### src/logic/dubhp_defs.svh
// Operation
// address lines pick the selected channel's register
// eight-bit shared data bus, driven only on reads
// read strobe fall reads register, drives bus
// host captures read byte at strobe rise
// write strobe rise loads bus byte into register
// channel answers only while its select low
// modem bit three set: irq driven, gp low
// modem bit three clear: irq floats, gp high
// active-low tx ready shows holding register state
// active-low rx ready shows holding register state
// each channel has its own irq pin
// no select: strobes ignored, bus released
`ifndef DUBHP_DEFS_SVH
`define DUBHP_DEFS_SVH

// ==========================================
// widths
`define DUBHP_DATA_W      8
`define DUBHP_ADDR_W      3
`define DUBHP_NUM_REGS    8
`define DUBHP_NUM_CHAN    2

// ==========================================
// register indices inside one channel
`define DUBHP_REG_HOLD    3'h0
`define DUBHP_REG_IRQ_EN  3'h1
`define DUBHP_REG_MODEM   3'h4
`define DUBHP_REG_LINE    3'h5

// ==========================================
// field positions
`define DUBHP_MODEM_IRQ_BIT 3
`define DUBHP_IEN_RX_BIT    0
`define DUBHP_IEN_TX_BIT    1
`define DUBHP_LINE_RX_BIT   0
`define DUBHP_LINE_TX_BIT   5

// ==========================================
// reset values
`define DUBHP_REG_RST     8'h00
`define DUBHP_DOUT_RST    8'h00

// ==========================================
// pin synchroniser vector: data, addr, rd, wr, sel a, sel b
`define DUBHP_PIN_W       15
`define DUBHP_PIN_RST     15'h7800
`define DUBHP_PIN_ADDR_LO 8
`define DUBHP_PIN_RD      11
`define DUBHP_PIN_WR      12
`define DUBHP_PIN_SEL_A   13
`define DUBHP_PIN_SEL_B   14

`endif

### src/logic/dubhp_pkg.sv
package dubhp_pkg;

  // ==========================================
  // access sequencer states
  typedef enum logic [1:0] {
    DUBHP_IDLE  = 2'b00,
    DUBHP_READ  = 2'b01,
    DUBHP_WRITE = 2'b10
  } dubhp_state_t;

  // ==========================================
  // channel being served
  typedef enum logic {
    DUBHP_CHAN_A = 1'b0,
    DUBHP_CHAN_B = 1'b1
  } dubhp_chan_t;

endpackage

### src/logic/dubhp_chan.sv
`timescale 1ns/1ps
`include "dubhp_defs.svh"
module dubhp_chan import dubhp_pkg::*; (
  input  wire logic                       clk_in,
  input  wire logic                       rst_n_in,
  input  wire logic                       wr_in,
  input  wire logic                       rd_in,
  input  wire logic [`DUBHP_ADDR_W-1:0]   addr_in,
  input  wire logic [`DUBHP_DATA_W-1:0]   wdata_in,
  output logic      [`DUBHP_DATA_W-1:0]   rdata_out,
  input  wire logic                       rx_load_in,
  input  wire logic [`DUBHP_DATA_W-1:0]   rx_byte_in,
  input  wire logic                       tx_take_in,
  output logic      [`DUBHP_DATA_W-1:0]   tx_byte_out,
  output logic                            tx_ready_n_out,
  output logic                            rx_ready_n_out,
  output logic                            irq_out,
  output logic                            irq_oe_n_out,
  output logic                            gp_out_two_n_out
);

  // ==========================================
  // state
  logic [`DUBHP_DATA_W-1:0] regs      [`DUBHP_NUM_REGS];
  logic [`DUBHP_DATA_W-1:0] next_regs [`DUBHP_NUM_REGS];
  logic [`DUBHP_DATA_W-1:0] rx_hold;
  logic [`DUBHP_DATA_W-1:0] next_rx_hold;
  logic                     tx_full;
  logic                     next_tx_full;
  logic                     rx_full;
  logic                     next_rx_full;
  logic                     next_irq;
  logic                     next_irq_oe_n;
  logic                     next_gp;
  logic                     pending;
  logic                     irq_on;

  assign tx_byte_out = regs[`DUBHP_REG_HOLD];

  // ==========================================
  // next values; hardware sets win over clears in the same cycle
  always_comb begin
    next_regs    = regs;
    next_rx_hold = rx_hold;
    next_tx_full = tx_full;
    next_rx_full = rx_full;
    if (tx_take_in) begin
      next_tx_full = 1'b0;
    end
    if (rd_in && addr_in == `DUBHP_REG_HOLD) begin
      next_rx_full = 1'b0;
    end
    if (wr_in) begin
      if (addr_in == `DUBHP_REG_HOLD) begin
        next_regs[`DUBHP_REG_HOLD] = wdata_in;
        next_tx_full               = 1'b1;
      end else if (addr_in != `DUBHP_REG_LINE) begin
        next_regs[addr_in] = wdata_in;
      end
    end
    if (rx_load_in) begin
      next_rx_hold = rx_byte_in;
      next_rx_full = 1'b1;
    end
    irq_on  = next_regs[`DUBHP_REG_MODEM][`DUBHP_MODEM_IRQ_BIT];
    pending = (next_rx_full & next_regs[`DUBHP_REG_IRQ_EN][`DUBHP_IEN_RX_BIT])
            | (~next_tx_full & next_regs[`DUBHP_REG_IRQ_EN][`DUBHP_IEN_TX_BIT]);
    next_irq      = irq_on & pending;
    next_irq_oe_n = ~irq_on;
    next_gp       = ~irq_on;
  end

  // ==========================================
  // read mux, sampled by the port at the read start
  always_comb begin
    rdata_out = regs[addr_in];
    if (addr_in == `DUBHP_REG_HOLD) begin
      rdata_out = rx_hold;
    end else if (addr_in == `DUBHP_REG_LINE) begin
      rdata_out                     = `DUBHP_REG_RST;
      rdata_out[`DUBHP_LINE_RX_BIT] = rx_full;
      rdata_out[`DUBHP_LINE_TX_BIT] = ~tx_full;
    end
  end

  always_ff @(posedge clk_in or negedge rst_n_in) begin
    if (!rst_n_in) begin
      for (int i = 0; i < `DUBHP_NUM_REGS; i++) begin
        regs[i] <= `DUBHP_REG_RST;
      end
      rx_hold          <= `DUBHP_REG_RST;
      tx_full          <= 1'b0;
      rx_full          <= 1'b0;
      irq_out          <= 1'b0;
      irq_oe_n_out     <= 1'b1;
      gp_out_two_n_out <= 1'b1;
      tx_ready_n_out   <= 1'b0;
      rx_ready_n_out   <= 1'b1;
    end else begin
      regs             <= next_regs;
      rx_hold          <= next_rx_hold;
      tx_full          <= next_tx_full;
      rx_full          <= next_rx_full;
      irq_out          <= next_irq;
      irq_oe_n_out     <= next_irq_oe_n;
      gp_out_two_n_out <= next_gp;
      tx_ready_n_out   <= next_tx_full;
      rx_ready_n_out   <= ~next_rx_full;
    end
  end

endmodule

### src/logic/dubhp_host_port.sv
`timescale 1ns/1ps
`include "dubhp_defs.svh"
module dubhp_host_port import dubhp_pkg::*; #(
  parameter int SYNC_STAGES = 2
) (
  input  wire logic                       CLK_IN,
  input  wire logic                       RST_N_IN,
  input  wire logic [`DUBHP_ADDR_W-1:0]   ADDR_IN,
  input  wire logic [`DUBHP_DATA_W-1:0]   DATA_IN,
  output logic      [`DUBHP_DATA_W-1:0]   DATA_OUT,
  output logic                            DATA_OE_N_OUT,
  input  wire logic                       READ_STROBE_N_IN,
  input  wire logic                       WRITE_STROBE_N_IN,
  input  wire logic                       CHAN_A_SELECT_N_IN,
  input  wire logic                       CHAN_B_SELECT_N_IN,
  output logic                            CHAN_A_IRQ_OUT,
  output logic                            CHAN_A_IRQ_OE_N_OUT,
  output logic                            CHAN_B_IRQ_OUT,
  output logic                            CHAN_B_IRQ_OE_N_OUT,
  output logic                            CHAN_A_GP_OUT_TWO_N_OUT,
  output logic                            CHAN_B_GP_OUT_TWO_N_OUT,
  output logic                            CHAN_A_TX_READY_N_OUT,
  output logic                            CHAN_B_TX_READY_N_OUT,
  output logic                            CHAN_A_RX_READY_N_OUT,
  output logic                            CHAN_B_RX_READY_N_OUT,
  input  wire logic                       CHAN_A_RX_LOAD_IN,
  input  wire logic [`DUBHP_DATA_W-1:0]   CHAN_A_RX_BYTE_IN,
  input  wire logic                       CHAN_B_RX_LOAD_IN,
  input  wire logic [`DUBHP_DATA_W-1:0]   CHAN_B_RX_BYTE_IN,
  input  wire logic                       CHAN_A_TX_TAKE_IN,
  input  wire logic                       CHAN_B_TX_TAKE_IN,
  output logic      [`DUBHP_DATA_W-1:0]   CHAN_A_TX_BYTE_OUT,
  output logic      [`DUBHP_DATA_W-1:0]   CHAN_B_TX_BYTE_OUT
);

  // ==========================================
  // elaboration checks
  if (SYNC_STAGES < 2) begin : g_bad_sync
    $error("SYNC_STAGES must be at least two");
  end

  // ==========================================
  // pin synchroniser
  // the whole bus moves through the same stages, so address and data
  // stay aligned with the strobes that qualify them
  logic [`DUBHP_PIN_W-1:0] pin_sync      [SYNC_STAGES];
  logic [`DUBHP_PIN_W-1:0] next_pin_sync [SYNC_STAGES];
  logic [`DUBHP_PIN_W-1:0] pins_raw;
  logic [`DUBHP_PIN_W-1:0] pins;

  assign pins_raw = {CHAN_B_SELECT_N_IN, CHAN_A_SELECT_N_IN,
                     WRITE_STROBE_N_IN, READ_STROBE_N_IN, ADDR_IN, DATA_IN};
  assign pins     = pin_sync[SYNC_STAGES-1];

  always_comb begin
    next_pin_sync[0] = pins_raw;
    for (int s = 1; s < SYNC_STAGES; s++) begin
      next_pin_sync[s] = pin_sync[s-1];
    end
  end

  always_ff @(posedge CLK_IN or negedge RST_N_IN) begin
    if (!RST_N_IN) begin
      for (int s = 0; s < SYNC_STAGES; s++) begin
        pin_sync[s] <= `DUBHP_PIN_RST;
      end
    end else begin
      pin_sync <= next_pin_sync;
    end
  end

  // ==========================================
  // synchronised pin fields
  logic                     rd_n;
  logic                     wr_n;
  logic                     sel_a;
  logic                     sel_b;
  logic [`DUBHP_ADDR_W-1:0] s_addr;
  logic [`DUBHP_DATA_W-1:0] s_data;

  assign rd_n   = pins[`DUBHP_PIN_RD];
  assign wr_n   = pins[`DUBHP_PIN_WR];
  assign sel_a  = ~pins[`DUBHP_PIN_SEL_A];
  assign sel_b  = ~pins[`DUBHP_PIN_SEL_B];
  assign s_addr = pins[`DUBHP_PIN_ADDR_LO +: `DUBHP_ADDR_W];
  assign s_data = pins[`DUBHP_DATA_W-1:0];

  // ==========================================
  // strobe edge detect on the synchronised copies
  logic rd_n_d;
  logic wr_n_d;
  logic rd_fall;
  logic rd_rise;
  logic wr_fall;
  logic wr_rise;

  assign rd_fall = rd_n_d & ~rd_n;
  assign rd_rise = ~rd_n_d & rd_n;
  assign wr_fall = wr_n_d & ~wr_n;
  assign wr_rise = ~wr_n_d & wr_n;

  always_ff @(posedge CLK_IN or negedge RST_N_IN) begin
    if (!RST_N_IN) begin
      rd_n_d <= 1'b1;
      wr_n_d <= 1'b1;
    end else begin
      rd_n_d <= rd_n;
      wr_n_d <= wr_n;
    end
  end

  // ==========================================
  // access sequencer
  dubhp_state_t             state;
  dubhp_state_t             next_state;
  dubhp_chan_t              chan;
  dubhp_chan_t              next_chan;
  logic [`DUBHP_ADDR_W-1:0] addr;
  logic [`DUBHP_ADDR_W-1:0] next_addr;
  logic [`DUBHP_DATA_W-1:0] next_dout;
  logic                     next_oe_n;
  logic                     any_sel;
  logic                     chan_sel;
  logic                     pick_b;
  logic [`DUBHP_NUM_CHAN-1:0] ch_rd;
  logic [`DUBHP_NUM_CHAN-1:0] ch_wr;
  logic [`DUBHP_ADDR_W-1:0] ch_addr;
  logic [`DUBHP_DATA_W-1:0] ch_rdata [`DUBHP_NUM_CHAN];

  assign any_sel  = sel_a | sel_b;
  // both selects low is a host fault; channel a wins
  assign pick_b   = ~sel_a;
  assign chan_sel = (chan == DUBHP_CHAN_A) ? sel_a : sel_b;

  always_comb begin
    next_state = state;
    next_chan  = chan;
    next_addr  = addr;
    next_dout  = DATA_OUT;
    next_oe_n  = DATA_OE_N_OUT;
    ch_rd      = '0;
    ch_wr      = '0;
    ch_addr    = addr;
    unique case (state)
      DUBHP_IDLE: begin
        next_oe_n = 1'b1;
        if (any_sel && rd_fall) begin
          next_chan  = pick_b ? DUBHP_CHAN_B : DUBHP_CHAN_A;
          next_addr  = s_addr;
          ch_addr    = s_addr;
          ch_rd[pick_b] = 1'b1;
          next_dout  = ch_rdata[pick_b];
          next_oe_n  = 1'b0;
          next_state = DUBHP_READ;
        end else if (any_sel && wr_fall) begin
          next_chan  = pick_b ? DUBHP_CHAN_B : DUBHP_CHAN_A;
          next_addr  = s_addr;
          next_state = DUBHP_WRITE;
        end
      end
      DUBHP_READ: begin
        // host samples at its own rising edge, byte stays until then
        if (rd_rise || !chan_sel) begin
          next_oe_n  = 1'b1;
          next_state = DUBHP_IDLE;
        end
      end
      DUBHP_WRITE: begin
        if (!chan_sel) begin
          next_state = DUBHP_IDLE;
        end else if (wr_rise) begin
          ch_wr[chan] = 1'b1;
          next_state  = DUBHP_IDLE;
        end
      end
      default: begin
        next_oe_n  = 1'b1;
        next_state = DUBHP_IDLE;
      end
    endcase
  end

  always_ff @(posedge CLK_IN or negedge RST_N_IN) begin
    if (!RST_N_IN) begin
      state         <= DUBHP_IDLE;
      chan          <= DUBHP_CHAN_A;
      addr          <= '0;
      DATA_OUT      <= `DUBHP_DOUT_RST;
      DATA_OE_N_OUT <= 1'b1;
    end else begin
      state         <= next_state;
      chan          <= next_chan;
      addr          <= next_addr;
      DATA_OUT      <= next_dout;
      DATA_OE_N_OUT <= next_oe_n;
    end
  end

  // ==========================================
  // channels
  logic                     rx_load    [`DUBHP_NUM_CHAN];
  logic [`DUBHP_DATA_W-1:0] rx_byte    [`DUBHP_NUM_CHAN];
  logic                     tx_take    [`DUBHP_NUM_CHAN];
  logic [`DUBHP_DATA_W-1:0] tx_byte    [`DUBHP_NUM_CHAN];
  logic                     tx_ready_n [`DUBHP_NUM_CHAN];
  logic                     rx_ready_n [`DUBHP_NUM_CHAN];
  logic                     irq        [`DUBHP_NUM_CHAN];
  logic                     irq_oe_n   [`DUBHP_NUM_CHAN];
  logic                     gp_two_n   [`DUBHP_NUM_CHAN];

  assign rx_load[0] = CHAN_A_RX_LOAD_IN;
  assign rx_load[1] = CHAN_B_RX_LOAD_IN;
  assign rx_byte[0] = CHAN_A_RX_BYTE_IN;
  assign rx_byte[1] = CHAN_B_RX_BYTE_IN;
  assign tx_take[0] = CHAN_A_TX_TAKE_IN;
  assign tx_take[1] = CHAN_B_TX_TAKE_IN;

  for (genvar c = 0; c < `DUBHP_NUM_CHAN; c++) begin : g_chan
    dubhp_chan u_chan (
      .clk_in           (CLK_IN),
      .rst_n_in         (RST_N_IN),
      .wr_in            (ch_wr[c]),
      .rd_in            (ch_rd[c]),
      .addr_in          (ch_addr),
      .wdata_in         (s_data),
      .rdata_out        (ch_rdata[c]),
      .rx_load_in       (rx_load[c]),
      .rx_byte_in       (rx_byte[c]),
      .tx_take_in       (tx_take[c]),
      .tx_byte_out      (tx_byte[c]),
      .tx_ready_n_out   (tx_ready_n[c]),
      .rx_ready_n_out   (rx_ready_n[c]),
      .irq_out          (irq[c]),
      .irq_oe_n_out     (irq_oe_n[c]),
      .gp_out_two_n_out (gp_two_n[c])
    );
  end

  // ==========================================
  // per-channel pins, each straight from a channel flop
  assign CHAN_A_IRQ_OUT          = irq[0];
  assign CHAN_A_IRQ_OE_N_OUT     = irq_oe_n[0];
  assign CHAN_B_IRQ_OUT          = irq[1];
  assign CHAN_B_IRQ_OE_N_OUT     = irq_oe_n[1];
  assign CHAN_A_GP_OUT_TWO_N_OUT = gp_two_n[0];
  assign CHAN_B_GP_OUT_TWO_N_OUT = gp_two_n[1];
  assign CHAN_A_TX_READY_N_OUT   = tx_ready_n[0];
  assign CHAN_B_TX_READY_N_OUT   = tx_ready_n[1];
  assign CHAN_A_RX_READY_N_OUT   = rx_ready_n[0];
  assign CHAN_B_RX_READY_N_OUT   = rx_ready_n[1];
  assign CHAN_A_TX_BYTE_OUT      = tx_byte[0];
  assign CHAN_B_TX_BYTE_OUT      = tx_byte[1];

endmodule

### config.mk
export PLATFORM = sky130hd
export DESIGN_NAME = dubhp_host_port
export DESIGN_NICKNAME = d
export VERILOG_FILES = /design/src/logic/dubhp_pkg.sv /design/src/logic/dubhp_chan.sv /design/src/logic/dubhp_host_port.sv
export VERILOG_INCLUDE_DIRS = /design/src /design/src/logic
export SDC_FILE = /design/constraint.sdc
export NUM_CORES = 1
export LEC_CHECK = 0
export BUFFER_PORTS_ARGS = -buffer_cell sky130_fd_sc_hd__buf_2
export CAP_MARGIN = 10
export CORE_MARGIN = 5
export CORE_UTILIZATION = 35
export CTS_BUF_LIST = sky130_fd_sc_hd__clkbuf_8
export DETAILED_ROUTE_END_ITERATION = 12
export PLACE_DENSITY = 0.53
export SLEW_MARGIN = 0
export SYNTH_ARGS = -nofsm -noshare
export SYNTH_HDL_FRONTEND = slang
export SYNTH_SLANG_ARGS = --single-unit
### constraint.sdc
create_clock -name CLK_IN -period 2.8 [get_ports CLK_IN]
set_clock_uncertainty 0.05 [all_clocks]
set_input_delay 0.14 -clock CLK_IN [delete_from_list [all_inputs] [get_ports CLK_IN]]
set_output_delay 0.14 -clock CLK_IN [all_outputs]
set_load 0.05 [all_outputs]
### Yosys cells after proc, flatten, opt, wreduce, memory -nomap -nowiden

Index checks and enable logic that the tools add are counted.
W data, S select, Z words.

* word-level logic and storage cells: 168
* bits in registers: 201
* output and inout bits: 35
* input bits: 37

* bitwise operators: 31
* mux-type cells: 61
* order comparisons: 7
* reductions and logical operators: 21
* equality and inequality tests: 7

Operators by type and width (count)
* $mux W50: 4
* $bwmux W64: 2
* $mux W64: 2
* $mux W8: 14
* $bmux W8 S3: 2
* $demux W8 S3: 1
* $mux W2: 10
* $mux W1: 18
* $not A1 Y1: 16
* $mux W3: 4
* $and A1 B1 Y1: 10
* $reduce_and A2 Y1: 5
* $ne A3 B3 Y1 const B: 3
* $reduce_and A3 Y1: 3
* $logic_and A1 B1 Y1: 7
* $pmux W2 S3: 1
* $ge A4 B4 Y1 const B: 1
* $lt A1 B2 Y1 const B: 2
* $lt A4 B1 Y1 const B: 1
* $not A3 Y4: 1
* $reduce_bool A2 Y1: 2
* $eq A3 B3 Y1 const B: 1
* $logic_not A3 Y1: 1
* $or A1 B1 Y1: 3
* other kinds (11): 13

### Logic depth before layout (Yosys ltp)

* depth after elaboration: 17
* depth in mapped cells: 9
* mapped depth without buffers: 6

### Hierarchy

From an unflattened synthesis, not the netlist that was laid out.

* cells, all modules: 596
* area, all modules: 8239.2 µm²

Modules (own cells, without submodules)
* dubhp_chan: seq. area each 1729.2 µm², cells each 246, area each 3309.4 µm², instances 2
* dubhp_host_port: seq. area each 1189.9 µm², cells each 104, area each 1620.3 µm², instances 1

### Worst setup path after synthesis

No wires, ideal clock.

* path kind: flip-flop to flip-flop
* start: register rd_n_d
* end: register g_chan[0].u_chan.regs[0] (netlist name)
* cell stages (with the launch flop): 8
* period minus slack after synthesis: 2.246 ns
* data required time: 2.625 ns
* arrival time: 2.071 ns
* path slack: 0.554 ns
* buffers on the path: 2
* library setup time: 0.125 ns
* cells stage by stage: dfstp_2 -> nor2b_1 -> clkbuf_1 -> nand2_4 -> a41oi_1 -> nand2b_1 -> buf_2 -> mux2_2

* word-level cells in the longest chain between the ends: 10
* elaborated cells between the ends (all ways): 15
* those cells by class: order compare: 2; eq/ne: 1; mux: 5; bitwise: 3; reduce/logical: 4

Ends and longest elaborated chain
* start, declared: line dubhp_host_port.sv:90 `logic rd_n_d;`
* start signal, assigned: line dubhp_host_port.sv:107 `rd_n_d <= rd_n;`
* $and A1 B1 Y1 (*): line dubhp_host_port.sv:97 `assign rd_fall = rd_n_d & ~rd_n;`
* $logic_and A1 B1 Y1 (*): line dubhp_host_port.sv:147 `if (any_sel && rd_fall) begin`
* $mux W3 (*): line dubhp_host_port.sv:147
* $mux W3 (*): line dubhp_host_port.sv:144 `unique case (state)`
* $not A3 Y4 (implied by the code): line dubhp_chan.sv:58 `next_regs[addr_in] = wdata_in;`
* $ge A4 B4 Y1 (implied by the code) / $lt A4 B1 Y1 (equally long branches): line dubhp_chan.sv:58
* $logic_and A1 B1 Y1 (implied by the code): line dubhp_chan.sv:58
* $mux W8 (implied by the code): line dubhp_chan.sv:58
* $demux W8 S3: line dubhp_chan.sv:58
* $bwmux W64: line dubhp_chan.sv:58
* end signal, assigned by index: line dubhp_chan.sv:89 `` regs[i] <= `DUBHP_REG_RST; ``
* end signal, assigned: line dubhp_chan.sv:100 `regs <= next_regs;`
* end, declared: line dubhp_chan.sv:24 `` logic [`DUBHP_DATA_W-1:0] regs [`DUBHP_NUM_REGS]; ``

Mark *: on every way between the ends. The rest lies on a longest branch, timed or not.
A chain may end at the register's enable or synchronous reset.

### Worst setup path after layout

* start: register pin_sync (netlist bit pins[13])
* end: register DATA_OUT[3]

* word-level cells in the longest chain between the ends: 14
* elaborated cells between the ends (all ways): 23
* those cells by class: eq/ne: 1; mux: 15; bitwise: 4; reduce/logical: 3

Ends and longest elaborated chain
* start, declared: line dubhp_host_port.sv:46 `` logic [`DUBHP_PIN_W-1:0] pin_sync [SYNC_STAGES]; ``
* start signal, assigned by index: line dubhp_host_port.sv:65 `` pin_sync[s] <= `DUBHP_PIN_RST; ``
* start signal, assigned: line dubhp_host_port.sv:68 `pin_sync <= next_pin_sync;`
* $not A1 Y1: line dubhp_host_port.sv:83 `` assign sel_a = ~pins[`DUBHP_PIN_SEL_A]; ``
* $or A1 B1 Y1: line dubhp_host_port.sv:130 `assign any_sel = sel_a | sel_b;`
* $logic_and A1 B1 Y1: line dubhp_host_port.sv:147
* $mux W3: line dubhp_host_port.sv:147
* $mux W3: line dubhp_host_port.sv:144
* $not A3 Y4 (implied by the code): line dubhp_chan.sv:76 `rdata_out = regs[addr_in];`
* $bmux W8 S3: line dubhp_chan.sv:76
* $mux W8 (implied by the code) (2 in series): line dubhp_chan.sv:76
* $mux W8: line dubhp_chan.sv:79 `` end else if (addr_in == `DUBHP_REG_LINE) begin ``
* $mux W8: line dubhp_chan.sv:77 `` if (addr_in == `DUBHP_REG_HOLD) begin ``
* $mux W8 (implied by the code) (3 in series): line dubhp_host_port.sv:152 `next_dout = ch_rdata[pick_b];`
* end signal, assigned: line dubhp_host_port.sv:188 `` DATA_OUT <= `DUBHP_DOUT_RST; ``
* end signal, assigned: line dubhp_host_port.sv:194 `DATA_OUT <= next_dout;`
* end, declared: line dubhp_host_port.sv:10 `` output logic [`DUBHP_DATA_W-1:0] DATA_OUT, ``

Several ways; a longest one is shown, not always the timed one. The select of a mux whose other input is x is not followed.

==> results.json <==
{
  "status": "completed",
  "ios": 72,
  "clk_pin_slew_ps": 90,
  "synth_edf_count": 0,
  "max_freq_mhz": 369.4,
  "post-route-min-period_ps": 2707,
  "syn-num-nets": 687,
  "grt_pass1_vias": 5980,
  "grt_max_degree": 78,
  "hp-class": "primary input to flop",
  "diodes": 0,
  "syn_area_um2": 8150,
  "hold_viol": 0,
  "num-fill-cells": 2144,
  "yosys.cell_types.count": 60,
  "start_util_pct": 35.78,
  "route.vias.total": 5637,
  "viasPerCell": 5.181,
  "drv_cap": 0,
  "cp_top_family": "compound AO/OA/AOI/OAI gates",
  "die_area_um2": 26440,
  "cts_sinks": 185,
  "cts_setup_buffers": 0,
  "setup-tns-final_ps": 0,
  "cp_data_required_time_ps": 3160,
  "path_cells": "a211oi_4 > nand2_4 > buf_4 > mux2_4 > mux2i_1 > a2111oi_0 > a2111o_1",
  "yosysSeqAreaShare_pct": 57.03,
  "crit_path_end_kind": "flop",
  "gp_congestion": 0.9187,
  "wl_um": 22980,
  "rsz0062_at_grt": "false",
  "rows": 55,
  "post-dp-hpwl_um": 16560,
  "cp_slowest_cell": "dfstp_2",
  "final_cell_mix": "170 x dfrtp_1, 123 x mux2_2, 70 x buf_2",
  "portBuffers": 71,
  "tritoncts": "built",
  "slew-limit-headroom_pct": 51.01,
  "ys_warn_count": 0,
  "antenna_left": 0,
  "p_sw_mw": 2.121,
  "p_leak_nw": 4.561,
  "slew_viol_final": 0,
  "p_sw_share_pct": 32.97,
  "grt_pass1_wl_um": 36290,
  "fp.dieW_um": 162.6,
  "path_max_fanout": 17,
  "ir_worst_vdd_uv": 318.7,
  "async_flop_share_pct": 100.0,
  "hold_depth": 2,
  "tightest_slew_ps": 728.6,
  "syn_avg_cell_area_um2": 12.54,
  "first_iter_violations": 349,
  "synthCells": 650,
  "cp.depth": 7,
  "cts_max_level": 4,
  "cts_buffers": 17,
  "finalPower_mw": 6.433,
  "clk_path_buf_depth": 2,
  "fp.dieH_um": 162.6,
  "cts-root-buf": "clkbuf_8",
  "wl_per_cell_um": 21.12,
  "start_kind": "flop",
  "powerDensity_nw_per_um2": 663.0,
  "antenna_found_initial": 0,
  "final_common_cell": "dfrtp_1",
  "grt_overflow_total": 0,
  "path_class": "flop to flop",
  "area_delta_synth_final_pct": 19.05,
  "drc": 0,
  "nets": 800,
  "p_int_mw": 4.312,
  "synth_ff_type": "dfrtp_1",
  "clkLatencyLatePin_ps": 470,
  "fin_util_pct": 42.60,
  "dpl-instance-area_um2": 8957,
  "r2r_cells": 7,
  "grt_util_all_layers_pct": 18.11,
  "setup_viol": 0,
  "critPathBufInv": 1,
  "final_cell_area_um2": 9703,
  "min_period_over_period_pct": 96.69,
  "ys_seq_elements": 185,
  "core_um2": 22780,
  "seq_power_share_pct": 49.3,
  "cpPeakStageDelay_ps": 660,
  "combPwrFrac_pct": 22.8,
  "clkPwrFrac_pct": 27.9,
  "final_layout_size_suffix_gt1_share_pct": 38.84,
  "drtPass1Iterations": 5,
  "worstPathArrival_ps": 3070
}
per-layer routing:
metal / track usage, % / part of all wire [%]
met2: 28.15 / 45
met5: 0 / 0
met4: 5.642 / 1.9
met3: 4.201 / 6.4
met1: 25.26 / 46
cell families (layout without fill, tap and decap cells):
group | after synthesis | in the layout | synth area share, %
compound gates | 116 | 116 | 10.06
flops | 185 | 185 | 57.03
mux | 148 | 148 | 20.26
buf+inv | 71 | 196 | 4.421
simple gates | 130 | 130 | 8.229
layout make-up:
class                   instances  area (um^2)  area share (%)
repair buffers                148         1052           10.84
inverters                      17        63.81          0.6576
flip-flops and latches        185         4648           47.90
clock buffers                  19        261.5           2.695
well taps                     313        391.6           4.036
multi-input cells             394         3161           32.57
clock inverters                12        125.1           1.289
stage by stage:
step,setup WS [ps],hold WS [ps],std cells
detailed placement,99.40,166.9,1023
global route,15.88,32.96,1088
CTS,61.29,4.199,1088
global placement,164.0,152.5,1023
floorplan,554.5,-205.6,650
finish,92.80,34.12,1088
path summary, 6_finish.rpt:
| check | from | endpoint | slack, ps |
|---|---|---|---|
| hold / removal | CHAN_B_RX_LOAD_IN | g_chan[1].u_chan.rx_ready_n_out | 30 |
| setup / recovery | pins[13] | DATA_OUT[3] | 90 |
| max in group asynchronous | RST_N_IN | g_chan[0].u_chan.regs[4] | 1580 |
| setup reg to reg | pins[13] | DATA_OUT[3] | 90 |
| min in group asynchronous | RST_N_IN | g_chan[0].u_chan.tx_byte_out[2] | 200 |
| hold reg to reg | next_pin_sync[3] | pins[3] | 300 |
sequential cells by signal, indices dropped and copies added, names as in the netlist, 2 cells and up:
signal                        count
pins                             15
g_chan.u_chan.tx_byte_out        16
g_chan.u_chan.rx_ready_n_out      2
g_chan.u_chan.irq_oe_n_out        2
g_chan.u_chan.irq_out             2
g_chan.u_chan.rx_full             2
g_chan.u_chan.tx_ready_n_out      2
addr                              3
DATA_OUT                          8
state                             2
next_pin_sync                    15
g_chan.u_chan.regs               96
g_chan.u_chan.rx_hold            16
power groups by stage:
| stage | sequential (mW) | clock, mW | combinational, mW |
|---|---|---|---|
| 2_1_floorplan | 3.27 | 0 | 0.856 |
| 3_3_place_gp | 3.22 | 0 | 1.40 |
| 3_5_place_dp | 3.22 | 0 | 1.42 |
| 4_1_cts | 3.17 | 1.87 | 1.46 |
| 5_1_grt | 3.20 | 1.97 | 1.59 |
| 6_report | 3.17 | 1.80 | 1.46 |
Yosys cell counts, types with 4 or more instances:
| cell | count | area [um^2] |
|---|---|---|
| nor2_1 | 33 | 123.9 |
| o22ai_1 | 7 | 43.79 |
| nand2_1 | 27 | 101.4 |
| o21ai_0 | 19 | 95.09 |
| or3_1 | 4 | 25.02 |
| nor3_1 | 13 | 65.06 |
| o221ai_1 | 9 | 78.83 |
| inv_1 | 17 | 63.81 |
| nand2b_1 | 8 | 50.05 |
| mux2i_1 | 21 | 210.2 |
| nor2b_1 | 7 | 43.79 |
| buf_4 | 18 | 135.1 |
| buf_2 | 9 | 45.04 |
| a21oi_1 | 29 | 145.1 |
| nand3_1 | 4 | 20.02 |
| o211ai_1 | 5 | 37.54 |
| a211oi_1 | 5 | 37.54 |
| nand3b_1 | 5 | 37.54 |
| mux2_2 | 123 | 1385 |
| nor4_1 | 5 | 31.28 |
| dfrtp_1 | 170 | 4254 |
| a31oi_1 | 5 | 31.28 |
| clkbuf_1 | 23 | 86.33 |
| a211o_1 | 7 | 61.31 |
| nor2_2 | 4 | 25.02 |
| dfstp_2 | 15 | 394.1 |
worst register-to-register path, cell delays in order, from the launching register on:
cell and delay, ps:
dfstp_2 660, a211oi_4 110, nand2_4 90, buf_4 270, mux2_4 430, mux2i_1 200
a2111oi_0 650, a2111o_1 190
repair_timing:
| item | 4_1_cts | 5_1_grt |
|---|---|---|
| endpoints found under the hold margin | 104 | 0 |
| hold buffers | 34 | 0 |
| gates resized for setup | 0 | 3 |
| setup endpoints to repair | 0 | 23 |
Note: power is estimated with default switching activity, not from simulation.
